$ cat src/hdl/sdc_pkg.sv
package sdc_pkg;

    // Result and correction word width
    localparam int DATA_W = 24;
    // Decimation ratio field width
    localparam int DECIM_W = 13;
    // Modulator result counter width, holds ratio plus one
    localparam int MCNT_W = 14;
    // Master clock divider behind the modulator rate
    localparam int MCLK_DIV = 128;
    localparam int DIV_W = 7;
    // Largest meaningful rate or gain code
    localparam logic [2:0] SEL_MAX = 3'h4;

    // Reset values of the configuration fields
    localparam logic [12:0] DECIM_RST = 13'h0017;
    localparam logic [2:0] GAIN_RST = 3'h0;
    localparam logic [2:0] RATE_RST = 3'h0;
    localparam logic [1:0] CHAN_RST = 2'h0;

    // Results that are flagged unsettled after a channel change
    localparam logic [1:0] CHAN_SETTLE = 2'h3;
    // Master clocks that ready stays high ahead of a result update
    localparam int PRE_UPDATE_CLKS = 24;
    localparam logic [4:0] PRE_LAST = 5'(PRE_UPDATE_CLKS - 1);
    // Right shift that turns the correction word into a correction
    localparam int OCR_CORR_SHIFT = 1;

    // Configuration byte indices
    localparam logic [1:0] CMD_BYTE_DECIM_LO = 2'h0;
    localparam logic [1:0] CMD_BYTE_RATE = 2'h1;
    localparam logic [1:0] CMD_BYTE_MODE = 2'h2;
    localparam logic [1:0] CMD_BYTE_FMT = 2'h3;
    // Field positions inside the configuration bytes
    localparam int B2_MODE_LSB = 5;
    localparam int B2_GAIN_LSB = 2;
    localparam int B2_CHAN_LSB = 0;
    localparam int B1_RATE_LSB = 5;
    localparam int B1_DECIM_LSB = 0;
    localparam int B3_FMT_BIT = 5;
    localparam int B3_UNI_BIT = 4;
    localparam int B3_RDY_BIT = 0;

    // Operating modes
    typedef enum logic [2:0] {
        MODE_NORMAL   = 3'h0,
        MODE_SELF_CAL = 3'h1,
        MODE_SYS_OFS  = 3'h2,
        MODE_SYS_FS   = 3'h3,
        MODE_PSEUDO   = 3'h4,
        MODE_BG_CAL   = 3'h5,
        MODE_SLEEP    = 3'h6,
        MODE_RSVD     = 3'h7
    } sdc_mode_t;

    // Result path states
    typedef enum logic [1:0] {
        RP_RUN  = 2'b00,
        RP_HOLD = 2'b01,
        RP_PRE  = 2'b10,
        RP_LOAD = 2'b11
    } sdc_rp_t;

    // Configuration held by the command register
    typedef struct packed {
        sdc_mode_t op_mode_sel;
        logic [2:0] gain_sel;
        logic [1:0] input_chan_sel;
        logic [2:0] oversample_rate_sel;
        logic [12:0] decim_ratio;
        logic format_sel;
        logic unipolar_sel;
    } sdc_cfg_t;

    // Result word with its channel-settled flag
    typedef struct packed {
        logic [23:0] data;
        logic settled;
    } sdc_word_t;

    // Clamps a rate or gain code to the top entry
    function automatic logic [2:0] sdc_sel_shift(input logic [2:0] code);
        return (code > SEL_MAX) ? SEL_MAX : code;
    endfunction

endpackage

$ cat src/hdl/sdc_conv_cfg.sv
`timescale 1ns/1ps
module sdc_conv_cfg #(
    parameter int BUF_DEPTH = 2
) (
    input wire logic SYS_CLK,
    input wire logic SYS_RST,
    input wire logic CMD_WR,
    input wire logic [1:0] CMD_IDX,
    input wire logic [7:0] CMD_WDATA,
    output logic [7:0] CMD_RDATA,
    input wire logic OCR_WR,
    input wire logic [23:0] OCR_WDATA,
    output logic [23:0] OCR_RDATA,
    input wire logic MOD_BIT,
    input wire logic READ_BUSY,
    input wire logic READ_DONE,
    output logic RESULT_READY_N,
    output logic [23:0] CONV_RESULT,
    output logic RESULT_SETTLED,
    output logic [2:0] OP_MODE,
    output logic [2:0] GAIN_SEL,
    output logic [1:0] CHAN_SEL,
    output logic [2:0] RATE_SEL,
    output logic MOD_TICK,
    output logic SAMP_TICK,
    output logic RES_VALID,
    input wire logic RES_READY,
    output logic [23:0] RES_DATA,
    output logic RES_SETTLED
);

    // Whole state of the block
    typedef struct packed {
        sdc_pkg::sdc_cfg_t cfg;
        logic [23:0] offset_correction;
        logic [23:0] acc;
        logic [13:0] mcnt;
        sdc_pkg::sdc_rp_t rp;
        logic [4:0] pre_cnt;
        logic [23:0] pend;
        logic [1:0] settle;
        logic [23:0] result;
        logic settled;
        logic ready_n;
        logic [7:0] rdata;
        logic mod_tick;
        logic samp_tick;
    } st_t;

    st_t s_q; // Registered state
    st_t s_d; // Next state
    logic mod_tick; // Modulator result strobe
    logic samp_tick; // Input sampling strobe
    logic dsync; // Modulator count restart request
    logic conv_done; // Decimation period complete
    logic push; // Result handed to the buffer
    logic buf_ready; // Buffer has room
    logic [23:0] acc_next; // Accumulator after this tick
    logic [23:0] corr; // Correction derived from the offset word
    logic temp_mode; // Current mode is a temporary one
    sdc_pkg::sdc_word_t buf_in; // Word entering the buffer
    sdc_pkg::sdc_word_t buf_out; // Word leaving the buffer

    // Signed correction, two's complement whatever the format
    function automatic logic [23:0] ocr_to_corr(input logic [23:0] w);
        return 24'($signed(w) >>> sdc_pkg::OCR_CORR_SHIFT);
    endfunction

    // Applies correction, unipolar limit and output format
    function automatic logic [23:0] shape(input logic [23:0] raw,
                                          input logic [23:0] c,
                                          input logic uni,
                                          input logic fmt);
        logic [23:0] v;
        v = raw - c;
        if (uni && v[23]) begin
            v = 24'h000000;
        end
        if (fmt) begin
            v[23] = ~v[23];
        end
        return v;
    endfunction

    // Rate divider for modulator and sampler strobes
    sdc_rate_gen u_rate (
        .clk(SYS_CLK),
        .rst(SYS_RST),
        .rate_sel(s_q.cfg.oversample_rate_sel),
        .gain_sel(s_q.cfg.gain_sel),
        .sync_clr(dsync),
        .mod_tick(mod_tick),
        .samp_tick(samp_tick)
    );

    // Two-entry buffer on the result stream
    sdc_skid_buf #(
        .W($bits(sdc_pkg::sdc_word_t)),
        .DEPTH(BUF_DEPTH)
    ) u_buf (
        .clk(SYS_CLK),
        .rst(SYS_RST),
        .in_valid(push),
        .in_ready(buf_ready),
        .in_data(buf_in),
        .out_valid(RES_VALID),
        .out_ready(RES_READY),
        .out_data(buf_out)
    );

    // Conversion, configuration and result path
    always_comb begin
        s_d = s_q;
        push = 1'b0;
        buf_in.data = s_q.pend;
        buf_in.settled = (s_q.settle == 2'h0);
        dsync = CMD_WR && (CMD_IDX == sdc_pkg::CMD_BYTE_FMT) &&
            CMD_WDATA[sdc_pkg::B3_RDY_BIT];
        corr = ocr_to_corr(s_q.offset_correction);
        temp_mode = (s_q.cfg.op_mode_sel != sdc_pkg::MODE_NORMAL) &&
            (s_q.cfg.op_mode_sel != sdc_pkg::MODE_BG_CAL) &&
            (s_q.cfg.op_mode_sel != sdc_pkg::MODE_SLEEP);
        acc_next = MOD_BIT ? (s_q.acc + 24'h000001) :
            (s_q.acc - 24'h000001);
        conv_done = 1'b0;

        // Filter: one modulator result per tick, frozen in sleep
        if (mod_tick && (s_q.cfg.op_mode_sel != sdc_pkg::MODE_SLEEP)) begin
            if (s_q.mcnt >= {1'b0, s_q.cfg.decim_ratio}) begin
                conv_done = 1'b1;
                s_d.mcnt = 14'h0000;
                s_d.acc = 24'h000000;
            end else begin
                s_d.mcnt = s_q.mcnt + 14'h0001;
                s_d.acc = acc_next;
            end
        end

        // Completion: offset capture or new pending result
        if (conv_done) begin
            if (temp_mode) begin
                case (s_q.cfg.op_mode_sel)
                    sdc_pkg::MODE_SELF_CAL,
                    sdc_pkg::MODE_SYS_OFS,
                    sdc_pkg::MODE_PSEUDO: begin
                        // Offset calibration stores the measured zero
                        s_d.offset_correction = 24'(acc_next <<
                            sdc_pkg::OCR_CORR_SHIFT);
                    end
                    default: begin
                        // Full-scale and reserved just finish
                        s_d.offset_correction = s_q.offset_correction;
                    end
                endcase
                s_d.cfg.op_mode_sel = sdc_pkg::MODE_NORMAL;
            end else begin
                s_d.pend = shape(acc_next, corr, s_q.cfg.unipolar_sel,
                    s_q.cfg.format_sel);
                if (s_q.rp == sdc_pkg::RP_RUN) begin
                    if (READ_BUSY) begin
                        s_d.rp = sdc_pkg::RP_HOLD;
                    end else begin
                        s_d.rp = sdc_pkg::RP_PRE;
                        s_d.pre_cnt = 5'h00;
                        s_d.ready_n = 1'b1;
                    end
                end
            end
        end

        // Result path sequencer
        case (s_q.rp)
            sdc_pkg::RP_RUN: begin
                // Reading the result raises ready
                if (READ_DONE) begin
                    s_d.ready_n = 1'b1;
                end
            end
            sdc_pkg::RP_HOLD: begin
                // Wait for the read to end, ready not forced
                if (!READ_BUSY) begin
                    s_d.rp = sdc_pkg::RP_LOAD;
                end
            end
            sdc_pkg::RP_PRE: begin
                // Ready held high ahead of the update
                if (s_q.pre_cnt >= sdc_pkg::PRE_LAST) begin
                    s_d.rp = sdc_pkg::RP_LOAD;
                end else begin
                    s_d.pre_cnt = s_q.pre_cnt + 5'h01;
                end
            end
            sdc_pkg::RP_LOAD: begin
                // Load and announce, stalled while the buffer is full
                if (buf_ready) begin
                    push = 1'b1;
                    s_d.result = s_q.pend;
                    s_d.settled = (s_q.settle == 2'h0);
                    s_d.ready_n = 1'b0;
                    if (s_q.settle != 2'h0) begin
                        s_d.settle = s_q.settle - 2'h1;
                    end
                    s_d.rp = sdc_pkg::RP_RUN;
                end
            end
            default: begin
                s_d.rp = sdc_pkg::RP_RUN;
            end
        endcase

        // Offset correction register write
        if (OCR_WR) begin
            s_d.offset_correction = OCR_WDATA;
        end

        // Configuration byte writes
        if (CMD_WR) begin
            case (CMD_IDX)
                sdc_pkg::CMD_BYTE_DECIM_LO: begin
                    s_d.cfg.decim_ratio[7:0] = CMD_WDATA;
                end
                sdc_pkg::CMD_BYTE_RATE: begin
                    s_d.cfg.oversample_rate_sel =
                        CMD_WDATA[sdc_pkg::B1_RATE_LSB +: 3];
                    s_d.cfg.decim_ratio[12:8] =
                        CMD_WDATA[sdc_pkg::B1_DECIM_LSB +: 5];
                end
                sdc_pkg::CMD_BYTE_MODE: begin
                    s_d.cfg.op_mode_sel = sdc_pkg::sdc_mode_t'(
                        CMD_WDATA[sdc_pkg::B2_MODE_LSB +: 3]);
                    s_d.cfg.gain_sel =
                        CMD_WDATA[sdc_pkg::B2_GAIN_LSB +: 3];
                    s_d.cfg.input_chan_sel =
                        CMD_WDATA[sdc_pkg::B2_CHAN_LSB +: 2];
                    if (CMD_WDATA[sdc_pkg::B2_CHAN_LSB +: 2] !=
                        s_q.cfg.input_chan_sel) begin
                        s_d.settle = sdc_pkg::CHAN_SETTLE;
                        s_d.mcnt = 14'h0000;
                        s_d.acc = 24'h000000;
                    end
                end
                sdc_pkg::CMD_BYTE_FMT: begin
                    s_d.cfg.format_sel =
                        CMD_WDATA[sdc_pkg::B3_FMT_BIT];
                    s_d.cfg.unipolar_sel =
                        CMD_WDATA[sdc_pkg::B3_UNI_BIT];
                end
                default: begin
                    s_d.cfg = s_q.cfg;
                end
            endcase
        end

        // Restart of the current conversion
        if (dsync) begin
            s_d.mcnt = 14'h0000;
            s_d.acc = 24'h000000;
        end

        // Readback of the selected configuration byte
        case (CMD_IDX)
            sdc_pkg::CMD_BYTE_DECIM_LO: begin
                s_d.rdata = s_q.cfg.decim_ratio[7:0];
            end
            sdc_pkg::CMD_BYTE_RATE: begin
                s_d.rdata = {s_q.cfg.oversample_rate_sel,
                    s_q.cfg.decim_ratio[12:8]};
            end
            sdc_pkg::CMD_BYTE_MODE: begin
                s_d.rdata = {s_q.cfg.op_mode_sel, s_q.cfg.gain_sel,
                    s_q.cfg.input_chan_sel};
            end
            default: begin
                s_d.rdata = 8'h00;
                s_d.rdata[sdc_pkg::B3_FMT_BIT] = s_q.cfg.format_sel;
                s_d.rdata[sdc_pkg::B3_UNI_BIT] = s_q.cfg.unipolar_sel;
                s_d.rdata[sdc_pkg::B3_RDY_BIT] = s_q.ready_n;
            end
        endcase

        // Strobes re-timed for the outputs
        s_d.mod_tick = mod_tick;
        s_d.samp_tick = samp_tick;
    end

    // State register with documented defaults
    always_ff @(posedge SYS_CLK) begin
        if (SYS_RST) begin
            s_q <= '0;
            s_q.cfg.op_mode_sel <= sdc_pkg::MODE_NORMAL;
            s_q.cfg.gain_sel <= sdc_pkg::GAIN_RST;
            s_q.cfg.oversample_rate_sel <= sdc_pkg::RATE_RST;
            s_q.cfg.input_chan_sel <= sdc_pkg::CHAN_RST;
            s_q.cfg.decim_ratio <= sdc_pkg::DECIM_RST;
            s_q.rp <= sdc_pkg::RP_RUN;
            s_q.ready_n <= 1'b1;
        end else begin
            s_q <= s_d;
        end
    end

    // Outputs straight from registers
    assign CMD_RDATA = s_q.rdata;
    assign OCR_RDATA = s_q.offset_correction;
    assign RESULT_READY_N = s_q.ready_n;
    assign CONV_RESULT = s_q.result;
    assign RESULT_SETTLED = s_q.settled;
    assign OP_MODE = s_q.cfg.op_mode_sel;
    assign GAIN_SEL = s_q.cfg.gain_sel;
    assign CHAN_SEL = s_q.cfg.input_chan_sel;
    assign RATE_SEL = s_q.cfg.oversample_rate_sel;
    assign MOD_TICK = s_q.mod_tick;
    assign SAMP_TICK = s_q.samp_tick;
    assign RES_DATA = buf_out.data;
    assign RES_SETTLED = buf_out.settled;

endmodule // sdc_conv_cfg

$ cat src/hdl/sdc_rate_gen.sv
`timescale 1ns/1ps
module sdc_rate_gen (
    input wire logic clk,
    input wire logic rst,
    input wire logic [2:0] rate_sel,
    input wire logic [2:0] gain_sel,
    input wire logic sync_clr,
    output logic mod_tick,
    output logic samp_tick
);

    // Divider state
    typedef struct packed {
        logic [6:0] cnt;
    } st_t;

    st_t s_q; // Registered state
    st_t s_d; // Next state
    logic [6:0] mod_last; // Last count of a modulator period
    logic [6:0] samp_last; // Last count of a sampling period
    logic [3:0] samp_sh; // Combined gain and rate shift

    // Periods shrink by the rate, and by gain for the sampler
    always_comb begin
        mod_last = 7'((sdc_pkg::MCLK_DIV >>
            sdc_pkg::sdc_sel_shift(rate_sel)) - 1);
        samp_sh = 4'(sdc_pkg::sdc_sel_shift(rate_sel)) +
            4'(sdc_pkg::sdc_sel_shift(gain_sel));
        if (samp_sh > 4'h7) begin
            samp_sh = 4'h7;
        end
        samp_last = 7'((sdc_pkg::MCLK_DIV >> samp_sh) - 1);
        mod_tick = (s_q.cnt >= mod_last);
        samp_tick = ((s_q.cnt & samp_last) == samp_last);
        s_d = s_q;
        if (sync_clr || mod_tick) begin
            s_d.cnt = 7'h00;
        end else begin
            s_d.cnt = s_q.cnt + 7'h01;
        end
    end

    // State register
    always_ff @(posedge clk) begin
        if (rst) begin
            s_q <= '0;
        end else begin
            s_q <= s_d;
        end
    end

endmodule // sdc_rate_gen

$ cat src/hdl/sdc_skid_buf.sv
`timescale 1ns/1ps
module sdc_skid_buf #(
    parameter int W = 25,
    parameter int DEPTH = 2
) (
    input wire logic clk,
    input wire logic rst,
    input wire logic in_valid,
    output logic in_ready,
    input wire logic [W-1:0] in_data,
    output logic out_valid,
    input wire logic out_ready,
    output logic [W-1:0] out_data
);

    // Shift buffer: the head always sits in slot zero
    typedef struct packed {
        logic [DEPTH-1:0][W-1:0] mem;
        logic [DEPTH-1:0] vld;
    } st_t;

    st_t s_q; // Registered state
    st_t s_d; // Next state
    logic push; // Word accepted on the fill side
    logic pop; // Word taken on the drain side
    logic placed; // Push already stored in this pass

    // Pop shifts down, then push fills the first free slot
    always_comb begin
        s_d = s_q;
        placed = 1'b0;
        push = in_valid && !s_q.vld[DEPTH-1];
        pop = out_ready && s_q.vld[0];
        if (pop) begin
            for (int i = 0; i < DEPTH - 1; i++) begin
                s_d.mem[i] = s_q.mem[i+1];
                s_d.vld[i] = s_q.vld[i+1];
            end
            s_d.vld[DEPTH-1] = 1'b0;
        end
        for (int i = 0; i < DEPTH; i++) begin
            if (push && !placed && !s_d.vld[i]) begin
                s_d.mem[i] = in_data;
                s_d.vld[i] = 1'b1;
                placed = 1'b1;
            end
        end
    end

    // Status straight from the registers
    assign in_ready = !s_q.vld[DEPTH-1];
    assign out_valid = s_q.vld[0];
    assign out_data = s_q.mem[0];

    // State register
    always_ff @(posedge clk) begin
        if (rst) begin
            s_q <= '0;
        end else begin
            s_q <= s_d;
        end
    end

endmodule // sdc_skid_buf

$ cat config.mk
export PLATFORM = sky130hd
export DESIGN_NAME = sdc_conv_cfg
export DESIGN_NICKNAME = d
export VERILOG_FILES = /design/src/hdl/sdc_pkg.sv /design/src/hdl/sdc_conv_cfg.sv /design/src/hdl/sdc_rate_gen.sv /design/src/hdl/sdc_skid_buf.sv
export SDC_FILE = /design/constraint.sdc
export NUM_CORES = 1
export LEC_CHECK = 0
export ABC_AREA = 1
export BUFFER_PORTS_ARGS = -buffer_cell sky130_fd_sc_hd__buf_4
export CAP_MARGIN = 5
export CORE_UTILIZATION = 50
export DETAILED_ROUTE_END_ITERATION = 7
export GPL_ROUTABILITY_DRIVEN = 0
export PLACE_DENSITY = 0.82
export SLEW_MARGIN = 20
export SYNTH_ARGS = -nofsm -noshare
export SYNTH_HDL_FRONTEND = slang
export SYNTH_SLANG_ARGS = --single-unit
$ cat constraint.sdc
create_clock -name SYS_CLK -period 9.8 [get_ports SYS_CLK]
set_clock_uncertainty 0.15 [all_clocks]
set_input_delay 0.49 -clock SYS_CLK [delete_from_list [all_inputs] [get_ports SYS_CLK]]
set_output_delay 0.49 -clock SYS_CLK [all_outputs]
set_load 0.05 [all_outputs]
## Word level (Yosys, flattened, before mapping)

Index checks and enable logic that the tools add are counted.

- Input port bits: 42
- Memories kept: 0
- Bits in registers: 216
- Word-level logic and storage cells: 152
- Latch bits: 0
- Output and inout port bits: 97
- Bits in read-only memories: 0
- RAM bits: 0

- Shift operators: 2
- Order comparisons: 6
- Eq/ne operators: 13
- Add/sub/neg operators: 10
- Multiplexer cells: 57
- Div/mod/pow operators: 0
- Bitwise operators: 4
- Reduce and logical (&&, ||, !) cells: 35
- Multipliers: 0

Operator list:

| cell | number |
|---|---|
| 2-to-1 mux 24 bit | 8 |
| 2-to-1 mux 38 bit | 5 |
| 2-to-1 mux 31 bit | 2 |
| 2-to-1 mux 27 bit | 2 |
| 2-to-1 mux 28 bit | 1 |
| 2-to-1 mux 26 bit | 1 |
| 2-to-1 mux 25 bit | 1 |
| adder 24 x 1 -> 24 bit, second input constant | 1 |
| 2-to-1 mux 8 bit | 3 |
| case mux 8 bit (3 select lines) | 1 |
| subtractor 24 x 1 -> 24 bit, second input constant | 1 |
| subtractor 24 bit | 1 |
| 2-to-1 mux 2 bit | 9 |
| 2-to-1 mux 5 bit | 3 |
| adder 14 x 1 -> 14 bit, second input constant | 1 |
| >= comparator 14 x 13 -> 1 bit | 1 |
| subtractor 7 x 2 -> 7 bit, second input constant | 2 |
| 2-to-1 mux 1 bit | 13 |
| 2-to-1 mux 3 bit | 4 |
| AND reduction 2 bit | 6 |
| logical AND 1 bit | 11 |
| nonzero test 2 bit | 5 |
| equality test 2 bit, second input constant | 4 |
| >> shifter 8 x 3 -> 7 bit, first input constant | 1 |
| 29 further kinds | 40 |

## Logic depth before layout (Yosys ltp)

Gate-level depths: netlist (run 1).

- Word-level depth: 14
- Depth in mapped cells: 29
- Gate-level depth less buffers: 29

## Modules after synthesis

From an unflattened synthesis (run 1), not the netlist that was laid out.

- Cells, all modules: 1860
- Area total of the unflattened synthesis: 13257.7 µm²

Modules (own cells, without submodules):

| module | area each (µm²) | instances | cells an instance | sequential area each (µm²) |
|---|---|---|---|---|
| sdc_conv_cfg | 9851.9 | 1 | 1373 | 3143.0 |
| sdc_skid_buf | 2593.7 | 1 | 369 | 1041.0 |
| sdc_rate_gen | 812.0 | 1 | 118 | 140.1 |

## Worst setup path before layout (run 1)

No wires, ideal clock.

- Path kind: input to register
- Start: in MOD_BIT
- End: reg s_q, in the netlist buf_in[13]
- Setup slack: 5.782 ns
- Library setup time: 0.140 ns
- Stages on the path: 23
- Arrival time: 3.727 ns
- Path buffers: 1
- Required time: 9.510 ns
- Path through: inv_1 ha_1 nand2_1 inv_1 a21oi_1 nand2_2 a21oi_1 o21ai_1 a21oi_1 xnor2_1 ha_1 nand2_1 nor2_1 nor2_1 inv_1 a21oi_1 a21boi_1 nand3_2 nand2_2 nand2_4 buf_8 nand3_2 a21oi_2

- Cells in the longest elaborated chain, start to end: 6

RTL lines:

| item | line | RTL |
|---|---|---|
| start: declaration | sdc_conv_cfg.sv:14 | `input wire logic MOD_BIT,` |
| 2-to-1 mux 24 bit (*) | sdc_conv_cfg.sv:123 | `acc_next = MOD_BIT ? (s_q.acc + 24'h000001) :` |
| subtractor 24 bit (*) | sdc_conv_cfg.sv:75 | `v = raw - c;` |
| logical AND 1 bit | sdc_conv_cfg.sv:76 | `if (uni && v[23]) begin` |
| 2-to-1 mux 24 bit (*) | sdc_conv_cfg.sv:76 |  |
| 2-to-1 mux 24 bit (*) | sdc_conv_cfg.sv:141 | `if (temp_mode) begin` |
| 2-to-1 mux 24 bit (*) | sdc_conv_cfg.sv:140 | `if (conv_done) begin` |
| end: declaration | sdc_conv_cfg.sv:50 | `st_t s_q;` |

Mark *: on every way between the ends. The rest lies on a longest branch, timed or not. The select of a mux whose other input is x is not followed.
A chain may end at the register's enable or synchronous reset.

## Worst setup path after layout (run 1)

- Start: in MOD_BIT
- End: reg s_q, in the netlist buf_in[8]

Same word-level chain as after synthesis.

==> impl_metrics.json, run 1 <==
{
  "status": "finished clean",
  "placed_area_um2": 13300,
  "synthFlopType": "dfxtp_1",
  "async_flop_share_pct": 0,
  "synth-adder-area-share_pct": 7.86,
  "dr.pass1.iters": 5,
  "ios": 139,
  "ant_nets": 0,
  "critPathSlowestCell": "inv_1",
  "clkPwrFrac_pct": 44.5,
  "fin_total_pwr_mw": 2.14,
  "drc": 0,
  "synth_compound_area_share_pct": 17.1,
  "insertion_delay_ns": 0.52,
  "slew_viol_final": 0,
  "synth-seq-cells": 216,
  "p_sw_share_pct": 26.9,
  "worst_pin_slew_ns": 1.09,
  "final.setup.worst_slack_ns": 5.13,
  "startpoint_type": "input port",
  "cts_sinks": 216,
  "slew_headroom_pct": 27.6,
  "clk_path_buf_depth": 3,
  "muxShareOfSynthArea_pct": 0,
  "ctsHoldBuffers": 0,
  "post_cts_resized": 0,
  "synth_top_cell_by_area": "dfxtp_1",
  "switching_power_mw": 0.577,
  "rows": 57,
  "htree_levels": 1,
  "core_area_um2": 24600,
  "design_area_um2": 14100,
  "clock-root-buffer": "clkbuf_16",
  "vias": 11900,
  "routed_wl_um": 34400,
  "crit_type": "in -> reg",
  "fillers": 2225,
  "antenna_found_initial": 0,
  "diodes": 0,
  "rsz0062_at_grt": "false",
  "cts_buffers": 24,
  "power_density_nw_per_um2": 152,
  "hold_viol_final": 0,
  "fin_nets": 1902,
  "path_max_fanout": 23,
  "grt.total_usage_pct": 26.1,
  "yosys_warnings": 0,
  "synthTopCellsByCount": "nand2_1 (313), dfxtp_1 (216), inv_1 (188)",
  "first_global_vias": 11100,
  "grt_pass1_wl_um": 55900,
  "die_h_um": 161,
  "p_int_mw": 1.57,
  "drive_gt1_share_pct": 14.8,
  "dieArea_um2": 26100,
  "initial_core_util_pct": 51.7,
  "drt-wirelength-per-cell_um": 16.2,
  "area_delta_synth_final_pct": 10.9,
  "seq_power_share_pct": 42.2,
  "grt_max_degree": 94,
  "period_needed_ns": 4.67,
  "synthCells": 1758,
  "die_w_um": 161,
  "slowest_delay_ns": 0.59,
  "yosys.area_share.simple_pct": 24.6,
  "cp-end-kind": "flop",
  "synth_top_family_by_area": "simple AND/OR/NAND/NOR gates",
  "port_buffers": 138,
  "dp.cells": 2080,
  "finalSetupViolCount": 0,
  "grt.overflow.total": 0,
  "syn_area_per_cell_um2": 7.23,
  "fmax_mhz": 214,
  "final_util_pct": 57.3,
  "ir_worst_vdd_mv": 0.106,
  "cts_tree": "done",
  "post-cts-setup-buffers": 0,
  "dp_hpwl_um": 25500,
  "leakagePower_nw": 6.14,
  "yosysTopAreaCellShare_pct": 34.0,
  "yosysMostFrequentCell": "nand2_1",
  "synth_edf_count": 0,
  "vias_per_cell": 5.61,
  "synth_cell_type_count": 57,
  "timing.hold.ws_ns": 0.0771,
  "pre_cts_ws_ns": 4.79,
  "cts.reportedPaths.clkPinSlew_ns": 0.06,
  "synth_area_leaders": "dfxtp_1 (34%), nand2_1 (9.2%), ha_1 (7.4%), a21oi_1 (6.3%), inv_1 (5.6%)",
  "fin_cells": 2124,
  "crit_top_cell": "a21oi_1",
  "critical_path.cell_chain": "buf_4, inv_1, ha_1, nand2_1, inv_1, a21oi_1, nand2_2, a21oi_1, o21ai_1, xnor2_1, inv_1, ha_1, nand2_1, nor2_1, a21oi_1, nand2_1, a21boi_1, nand3_2, nand2_2, nand2_4, nand3_1, a21oi_1",
  "worstPathRequired_ns": 10.00,
  "syn-cell-area_um2": 12700,
  "min_path_type": "in -> reg",
  "combPwrFrac_pct": 13.3,
  "drtIter0Drc": 1327,
  "period_share_pct": 47.6,
  "tns_ns": 0,
  "synth_xor_area_share_pct": 2.96,
  "cap_violations": 0,
  "synth-seq-area-share_pct": 34.0,
  "cp.arrival_ns": 4.87
}
==> layer usage <==
layer	share of wire (%)	global-route usage (%)	vias to the layer above	routed length, µm
met5	0	0	-	0
met3	8.6	4.21	79	2950
li1	-	-	5800	-
met1	43	35.2	5523	14800
met4	2.7	8.02	0	923
met2	46	42.8	524	15800
==> worst paths after layout <==
path / start / end / slack, ns / cells after the start
worst max register to register: s_q[83]$_SDFF_PP0_ / buf_in[8]$_SDFFE_PP0P_ / 5.41 / 21
worst min register to register: u_buf.s_q[45]$_SDFFE_PP0P_ / u_buf.s_q[45]$_SDFFE_PP0P_ / 0.31 / 2
worst min-delay path: CMD_WDATA[2] / s_q[135]$_SDFFE_PP1P_ / 0.08 / 3
worst max-delay path: MOD_BIT / buf_in[8]$_SDFFE_PP0P_ / 5.13 / 22
==> cells in the final DEF, fill, tap and decap left out, types with 6 or more instances in the layout <==
| cell type | instances |
|---|---|
| o22ai_1 | 7 |
| a22oi_1 | 17 |
| nand2_1 | 313 |
| a21oi_1 | 159 |
| xnor2_1 | 15 |
| nor2_1 | 175 |
| ha_1 | 75 |
| inv_2 | 9 |
| a211oi_1 | 7 |
| nand2_2 | 13 |
| buf_4 | 144 |
| a21o_1 | 7 |
| o211ai_1 | 9 |
| nand3_1 | 100 |
| o21ai_0 | 82 |
| a221oi_1 | 12 |
| nor3_1 | 37 |
| nand4_1 | 12 |
| dfxtp_1 | 216 |
| clkbuf_1 | 6 |
| inv_1 | 188 |
| a21oi_2 | 22 |
| clkbuf_16 | 25 |
| xor2_1 | 28 |
| a31oi_1 | 31 |
| nand3_2 | 22 |
==> area by class of cell <==
type	instances	area, µm²	share of cell area [%]
repair buffers	144	1080	7.67
inverters	200	756	5.36
clock buffers	36	717	5.09
well taps	324	405	2.88
clock inverters	8	120	0.852
multi-input cells	1196	6690	47.5
flip-flops and latches	216	4320	30.7
==> cell families after synthesis <==
logic type,after synthesis
flops,216
compound gates,370
other cells,1
simple gates,703
fa+ha+maj,78
buf+inv,347
xor+xnor,43
==> power groups by stage <==
stage | Clock, mW | Combinational [mW] | Sequential, mW
finish | 0.953 | 0.285 | 0.905
global route | 1.00 | 0.311 | 0.906
CTS | 0.959 | 0.280 | 0.904
detailed placement | 0 | 0.278 | 0.924
global placement | 0 | 0.274 | 0.923
floorplan | 0 | 0.213 | 0.919
==> critical path: cells and delay by family <==
family	cells	cell delay, ns
AOI/OAI and AO/OA	6	1.13
xor gates and xnor gates	1	0.30
adders and majority gates	2	0.77
buffers and inverters	4	0.90
and+or+nand+nor	9	1.26
==> state kept, by name (all words and copies together), names as in the netlist, 7 cells and up <==
register and flops:
u_buf.s_q 26, CMD_RDATA 8, OCR_RDATA 24, buf_in 24
u_buf.out_data 25, s_q 62, u_rate.s_q 7, CONV_RESULT 24
No activity file was read; power rests on OpenSTA's default activity.
==> run 2, diff against run 1 <==
==> constraint.sdc (replaced) <==
create_clock -name SYS_CLK -period 4.66 [get_ports SYS_CLK]
set_clock_uncertainty 0.15 [all_clocks]
set_input_delay 0.233 -clock SYS_CLK [delete_from_list [all_inputs] [get_ports SYS_CLK]]
set_output_delay 0.233 -clock SYS_CLK [all_outputs]
set_load 0.05 [all_outputs]
==> impl_metrics.json, run 2 (synthesis gave the netlist of run 1 again) <==
{
  "routed_wl_um": 35600,
  "hold_viol_final": 0,
  "grt_pass1_wl_um": 57500,
  "cp.arrival_ns": 4.46,
  "htree_levels": 1,
  "dp_hpwl_um": 26000,
  "clk_path_buf_depth": 3,
  "vias": 12200,
  "drt-wirelength-per-cell_um": 16.3,
  "initial_core_util_pct": 51.7,
  "ir_worst_vdd_mv": 0.265,
  "post-cts-setup-buffers": 0,
  "fin_total_pwr_mw": 4.54,
  "power_density_nw_per_um2": 310,
  "p_sw_share_pct": 27.6,
  "drtIter0Drc": 1138,
  "diodes": 0,
  "tns_ns": 0,
  "period_needed_ns": 4.23,
  "critical_path.cell_chain": "inv_1, fa_1, inv_1, nand3_1, nand2_1, nand3_1, nand2_1, nand2_1, nand4_1, xor2_1, ha_1, a21oi_1, o21ai_0, a21oi_1, nand2_1, a21boi_1, nand3_2, nand2_2, nand2_4, nand3_1, a21oi_1",
  "core_area_um2": 24600,
  "worst_pin_slew_ns": 0.994,
  "grt_max_degree": 69,
  "grt.total_usage_pct": 27.0,
  "layout_commonest_cell": "nand2_1",
  "status": "finished clean",
  "crit_type": "reg -> reg",
  "final.setup.worst_slack_ns": 0.431,
  "largest-register": "s_q",
  "dr.pass1.iters": 6,
  "cts.reportedPaths.clkPinSlew_ns": 0.06,
  "cts_tree": "done",
  "fin_nets": 1961,
  "cts_buffers": 24,
  "worstPathRequired_ns": 4.89,
  "clock-root-buffer": "clkbuf_16",
  "area_delta_synth_final_pct": 15.2,
  "finalSetupViolCount": 0,
  "crit_family": "simple AND/OR/NAND/NOR gates",
  "seq_power_share_pct": 41.9,
  "pre_cts_ws_ns": 0.271,
  "dp.cells": 2093,
  "first_global_vias": 11700,
  "leakagePower_nw": 6.37,
  "slowest_delay_ns": 0.39,
  "fin_cells": 2183,
  "period_share_pct": 90.8,
  "post_cts_resized": 0,
  "insertion_delay_ns": 0.53,
  "grt.overflow.total": 0,
  "rsz0062_at_grt": "false",
  "combPwrFrac_pct": 14.1,
  "path_max_fanout": 23,
  "switching_power_mw": 1.25,
  "rows": 57,
  "ctsHoldBuffers": 46,
  "largest_reg_flops": 62,
  "vias_per_cell": 5.58,
  "slew_headroom_pct": 33.6,
  "die_h_um": 161,
  "ios": 139,
  "antenna_found_initial": 0,
  "layout_common_cells": "nand2_1 (313), dfxtp_1 (216), inv_1 (188), nor2_1 (175), a21oi_1 (159)",
  "die_w_um": 161,
  "clkPwrFrac_pct": 44.0,
  "drc": 0,
  "worst-path-buf-inv": 2,
  "slew_viol_final": 0,
  "ant_nets": 0,
  "cts_sinks": 216,
  "cap_violations": 0,
  "dieArea_um2": 26100,
  "startpoint_type": "flop",
  "cp-end-kind": "flop",
  "port_buffers": 138,
  "min_path_type": "in -> reg",
  "crit_top_cell": "nand2_1",
  "critPathSlowestCell": "dfxtp_1",
  "p_int_mw": 3.29,
  "drive_gt1_share_pct": 15.2,
  "fmax_mhz": 236
}
[run 2: power by group through the flow]
stage / combinational, mW / clock [mW] / sequential, mW
6_report: 0.642 / 2.00 / 1.90
5_1_grt: 0.698 / 2.11 / 1.90
4_1_cts: 0.629 / 2.03 / 1.90
3_5_place_dp: 0.595 / 0 / 1.94
3_3_place_gp: 0.587 / 0 / 1.94
2_1_floorplan: 0.447 / 0 / 1.93
[run 2: worst paths after layout]
check                                           startpoint                          to  slack (ns)  cells after the start
worst max-delay path                    s_q[84]$_SDFF_PP0_     buf_in[10]$_SDFFE_PP0P_        0.43                     21
worst min-delay path                            CMD_IDX[1]     CMD_RDATA[0]$_SDFF_PP0_        0.03                      5
worst max register to register          s_q[84]$_SDFF_PP0_     buf_in[10]$_SDFFE_PP0P_        0.43                     21
worst min register to register  u_buf.s_q[35]$_SDFFE_PP0P_  u_buf.s_q[35]$_SDFFE_PP0P_        0.31                      2
[run 2: metal layers]
metal,track usage [%],wire length [µm],share of wire [%]
met5,0,0,0
met4,12.8,1650,4.6
met3,4.01,2790,7.8
met2,44.7,16100,45
met1,34.5,15100,42
[run 2: area by class of cell]
class                           count  area [µm²]
Tap cell                          324         405
Multi-Input combinational cell   1196        6690
Clock buffer                       28         626
Fill cell                        2194        9960
Clock inverter                     16         204
Timing Repair Buffer              203        1640
Inverter                          200         756
Sequential cell                   216        4320
[run 2: per-stage QoR]
| stage | area (µm²) | util, % | hold WS (ns) |
|---|---|---|---|
| 6_report | 14600 | 59.5 | 0.0310 |
| 5_1_grt | 14600 | 59.5 | 0.0536 |
| 4_1_cts | 14600 | 59.5 | 0.00484 |
| 3_5_place_dp | 13400 | 54.3 | 0.302 |
| 3_3_place_gp | 13400 | 54.3 | 0.292 |
| 2_1_floorplan | 12700 | - | 0.213 |
[run 2: worst reg2reg max path, cell delays in order, from the launching register on]
cell and delay [ns]:
dfxtp_1 0.39, inv_1 0.07, fa_1 0.35, inv_1 0.11, nand3_1 0.07, nand2_1 0.16, nand3_1 0.09, nand2_1 0.15
nand2_1 0.08, nand4_1 0.13, xor2_1 0.35, ha_1 0.38, a21oi_1 0.18, o21ai_0 0.12, a21oi_1 0.23, nand2_1 0.16
a21boi_1 0.24, nand3_2 0.11, nand2_2 0.10, nand2_4 0.22, nand3_1 0.18, a21oi_1 0.07
==> run 3, diff against run 2 <==
--- a/config.mk
+++ b/config.mk
@@ -5,7 +5,7 @@
 export SDC_FILE = /design/constraint.sdc
 export NUM_CORES = 1
 export LEC_CHECK = 0
-export ABC_AREA = 1
+export ABC_CLOCK_PERIOD_IN_PS = 4660
 export BUFFER_PORTS_ARGS = -buffer_cell sky130_fd_sc_hd__buf_4
 export CAP_MARGIN = 5
 export CORE_UTILIZATION = 50
==> impl_metrics.json, run 3 <==
{
  "syn-cell-area_um2": 12200,
  "grt_max_degree": 97,
  "cts_tree": "done",
  "synth_cell_type_count": 82,
  "synth_top_cell_by_area": "dfxtp_1",
  "drt-wirelength-per-cell_um": 16.4,
  "syn_area_per_cell_um2": 8.20,
  "dieArea_um2": 25100,
  "period_needed_ns": 4.53,
  "slowest_delay_ns": 0.41,
  "htree_levels": 1,
  "crit_type": "reg -> reg",
  "dp_hpwl_um": 21700,
  "clock-root-buffer": "clkbuf_16",
  "worst_pin_slew_ns": 1.11,
  "tns_ns": 0,
  "power_density_nw_per_um2": 305,
  "fillers": 1945,
  "cts_buffers": 23,
  "worstPathRequired_ns": 4.93,
  "ant_nets": 0,
  "insertion_delay_ns": 0.53,
  "clk_path_buf_depth": 3,
  "die_h_um": 159,
  "vias": 10900,
  "yosys_warnings": 0,
  "die_w_um": 159,
  "ios": 139,
  "async_flop_share_pct": 0,
  "cp-end-kind": "flop",
  "synthCells": 1493,
  "synth_edf_count": 0,
  "drive_gt1_share_pct": 17.7,
  "crit_top_cell": "buf_4",
  "synth-seq-cells": 216,
  "port_buffers": 138,
  "synthFlopType": "dfxtp_1",
  "grt_pass1_wl_um": 49300,
  "yosysTopAreaCellShare_pct": 35.3,
  "first_global_vias": 10100,
  "fin_nets": 1701,
  "path_max_fanout": 6,
  "cap_violations": 0,
  "vias_per_cell": 5.72,
  "drc": 0,
  "area_delta_synth_final_pct": 17.3,
  "synthTopCellsByCount": "dfxtp_1 (216), nand2_1 (197), nor2_1 (146)",
  "min_path_type": "in -> reg",
  "synth-seq-area-share_pct": 35.3,
  "fin_total_pwr_mw": 4.38,
  "fmax_mhz": 221,
  "timing.hold.ws_ns": 0.0123,
  "critPathSlowestCell": "a2111oi_2",
  "dr.pass1.iters": 6,
  "critical_path.cell_chain": "ha_1, a211oi_2, o21bai_2, o31a_1, a2111oi_2, buf_4, nor2_1, xor2_1, ha_1, nand4_1, o22ai_1, nor2_1, o211ai_1, a41oi_1, buf_4, xnor2_2, a211oi_4, buf_4, clkbuf_16, a22o_2",
  "cp.arrival_ns": 4.80,
  "initial_core_util_pct": 51.6,
  "crit_family": "compound AO/OA/AOI/OAI gates",
  "synth_area_leaders": "dfxtp_1 (35%), ha_1 (7.7%), nand2_1 (6.0%), buf_4 (5.7%), a21oi_1 (5.6%)",
  "drtIter0Drc": 1051,
  "finalSetupViolCount": 0,
  "period_share_pct": 97.1,
  "grt.overflow.total": 0,
  "cts.reportedPaths.clkPinSlew_ns": 0.07,
  "yosysMostFrequentCell": "dfxtp_1",
  "core_area_um2": 23800,
  "antenna_found_initial": 0,
  "startpoint_type": "flop",
  "hold_viol_final": 0,
  "layout_common_cells": "dfxtp_1 (216), nand2_1 (197), buf_4 (189), nor2_1 (146), a21oi_1 (133)",
  "worst-path-buf-inv": 4,
  "cts_sinks": 216,
  "slew_viol_final": 0,
  "grt.total_usage_pct": 24.2,
  "largest-register": "s_q",
  "ir_worst_vdd_mv": 0.230,
  "slew_headroom_pct": 25.9,
  "leakagePower_nw": 6.01,
  "dp.cells": 1837,
  "status": "finished clean",
  "layout_commonest_cell": "dfxtp_1",
  "fin_cells": 1915,
  "largest_reg_flops": 62,
  "routed_wl_um": 31300,
  "rows": 56
}
run 3: cell types whose count changed after synthesis, moves of 22 or more:
cell	delta
nand3_2	-22
xnor2_1	+27
o21ai_0	-42
nor2_1	-30
inv_1	-123
nand3_1	-45
nand2_1	-116
a31oi_1	-29
mux2i_1	+26
nor2b_1	+35
a311oi_1	+27
run 3: path summary, 6_finish.rpt:
path / slack [ns] / from / cells after the start / end
min reg2reg: 0.30 / CONV_RESULT[17]$_SDFFE_PP0P_ / 2 / CONV_RESULT[17]$_SDFFE_PP0P_
min: 0.01 / READ_BUSY / 3 / RESULT_READY_N$_SDFF_PP1_
max reg2reg: 0.13 / s_q[93]$_SDFF_PP0_ / 20 / buf_in[1]$_SDFFE_PP0P_
max: 0.13 / s_q[93]$_SDFF_PP0_ / 20 / buf_in[1]$_SDFFE_PP0P_
run 3: metrics by stage:
stage                     worst slack, ns  util (%)  instance area [µm²]
final                               0.134      60.5                14400
after floorplan                     0.145         -                12300
after global placement            -0.0605      55.0                13100
after global routing               -0.149      60.5                14400
after CTS                          0.0403      59.6                14200
after detailed placement           -0.176      55.0                13100
run 3: area by class of cell:
class                           count  area (µm²)  share of cell area [%]
Sequential cell                   216        4320                    30.1
Inverter                           65         244                    1.70
Tap cell                          319         399                    2.78
Timing Repair Buffer              225        1810                    12.6
Clock inverter                      7        98.8                   0.688
Antenna cell                        1        2.50                  0.0174
Clock buffer                       32         669                    4.66
Multi-Input combinational cell   1050        6820                    47.5
run 3: logic make-up after synthesis:
logic type / synth area share, %
flops: 35.3
xor+xnor: 4.39
other cells: 0.0306
mux: 2.77
compound gates: 19.4
simple gates: 19.7
fa+ha+maj: 8.15
buf+inv: 10.2
run 3: layer usage:
layer / track usage (%) / share of wire, % / vias to the layer above / wire length [µm]
met5: 0 / 0 / - / 0
met4: 9.39 / 3.7 / 0 / 1150
met3: 3.27 / 7.0 / 101 / 2190
met2: 39.1 / 45 / 471 / 14100
met1: 32.6 / 44 / 5110 / 13800
li1: - / - / 5267 / -
run 3: worst reg2reg max path, delay by kind of cell, from the launching register on:
family	cells	cell delay [ns]
and+or+nand+nor	3	0.28
AOI/OAI and AO/OA	9	1.90
DFF	1	0.31
adders and majority gates	2	0.73
buffers and inverters	4	0.68
xor gates and xnor gates	2	0.36
run 3: what timing repair did:
item / 4_1_cts / 5_1_grt
setup endpoints to repair: 24 / 24
hold buffers: 33 / 0
pin swaps: 0 / 10
gates resized for setup: 1 / 26
gates cloned: 0 / 2
endpoints found under the hold margin: 52 / 0
setup buffers: 0 / 3
run 3: power by group:
| group | switching (mW) | internal [mW] | total, mW |
|---|---|---|---|
| logic | 0.361 | 0.252 | 0.613 |
| clock network | 0.754 | 1.11 | 1.87 |
| registers | 0.0251 | 1.87 | 1.90 |
| total | 1.14 | 3.24 | 4.38 |
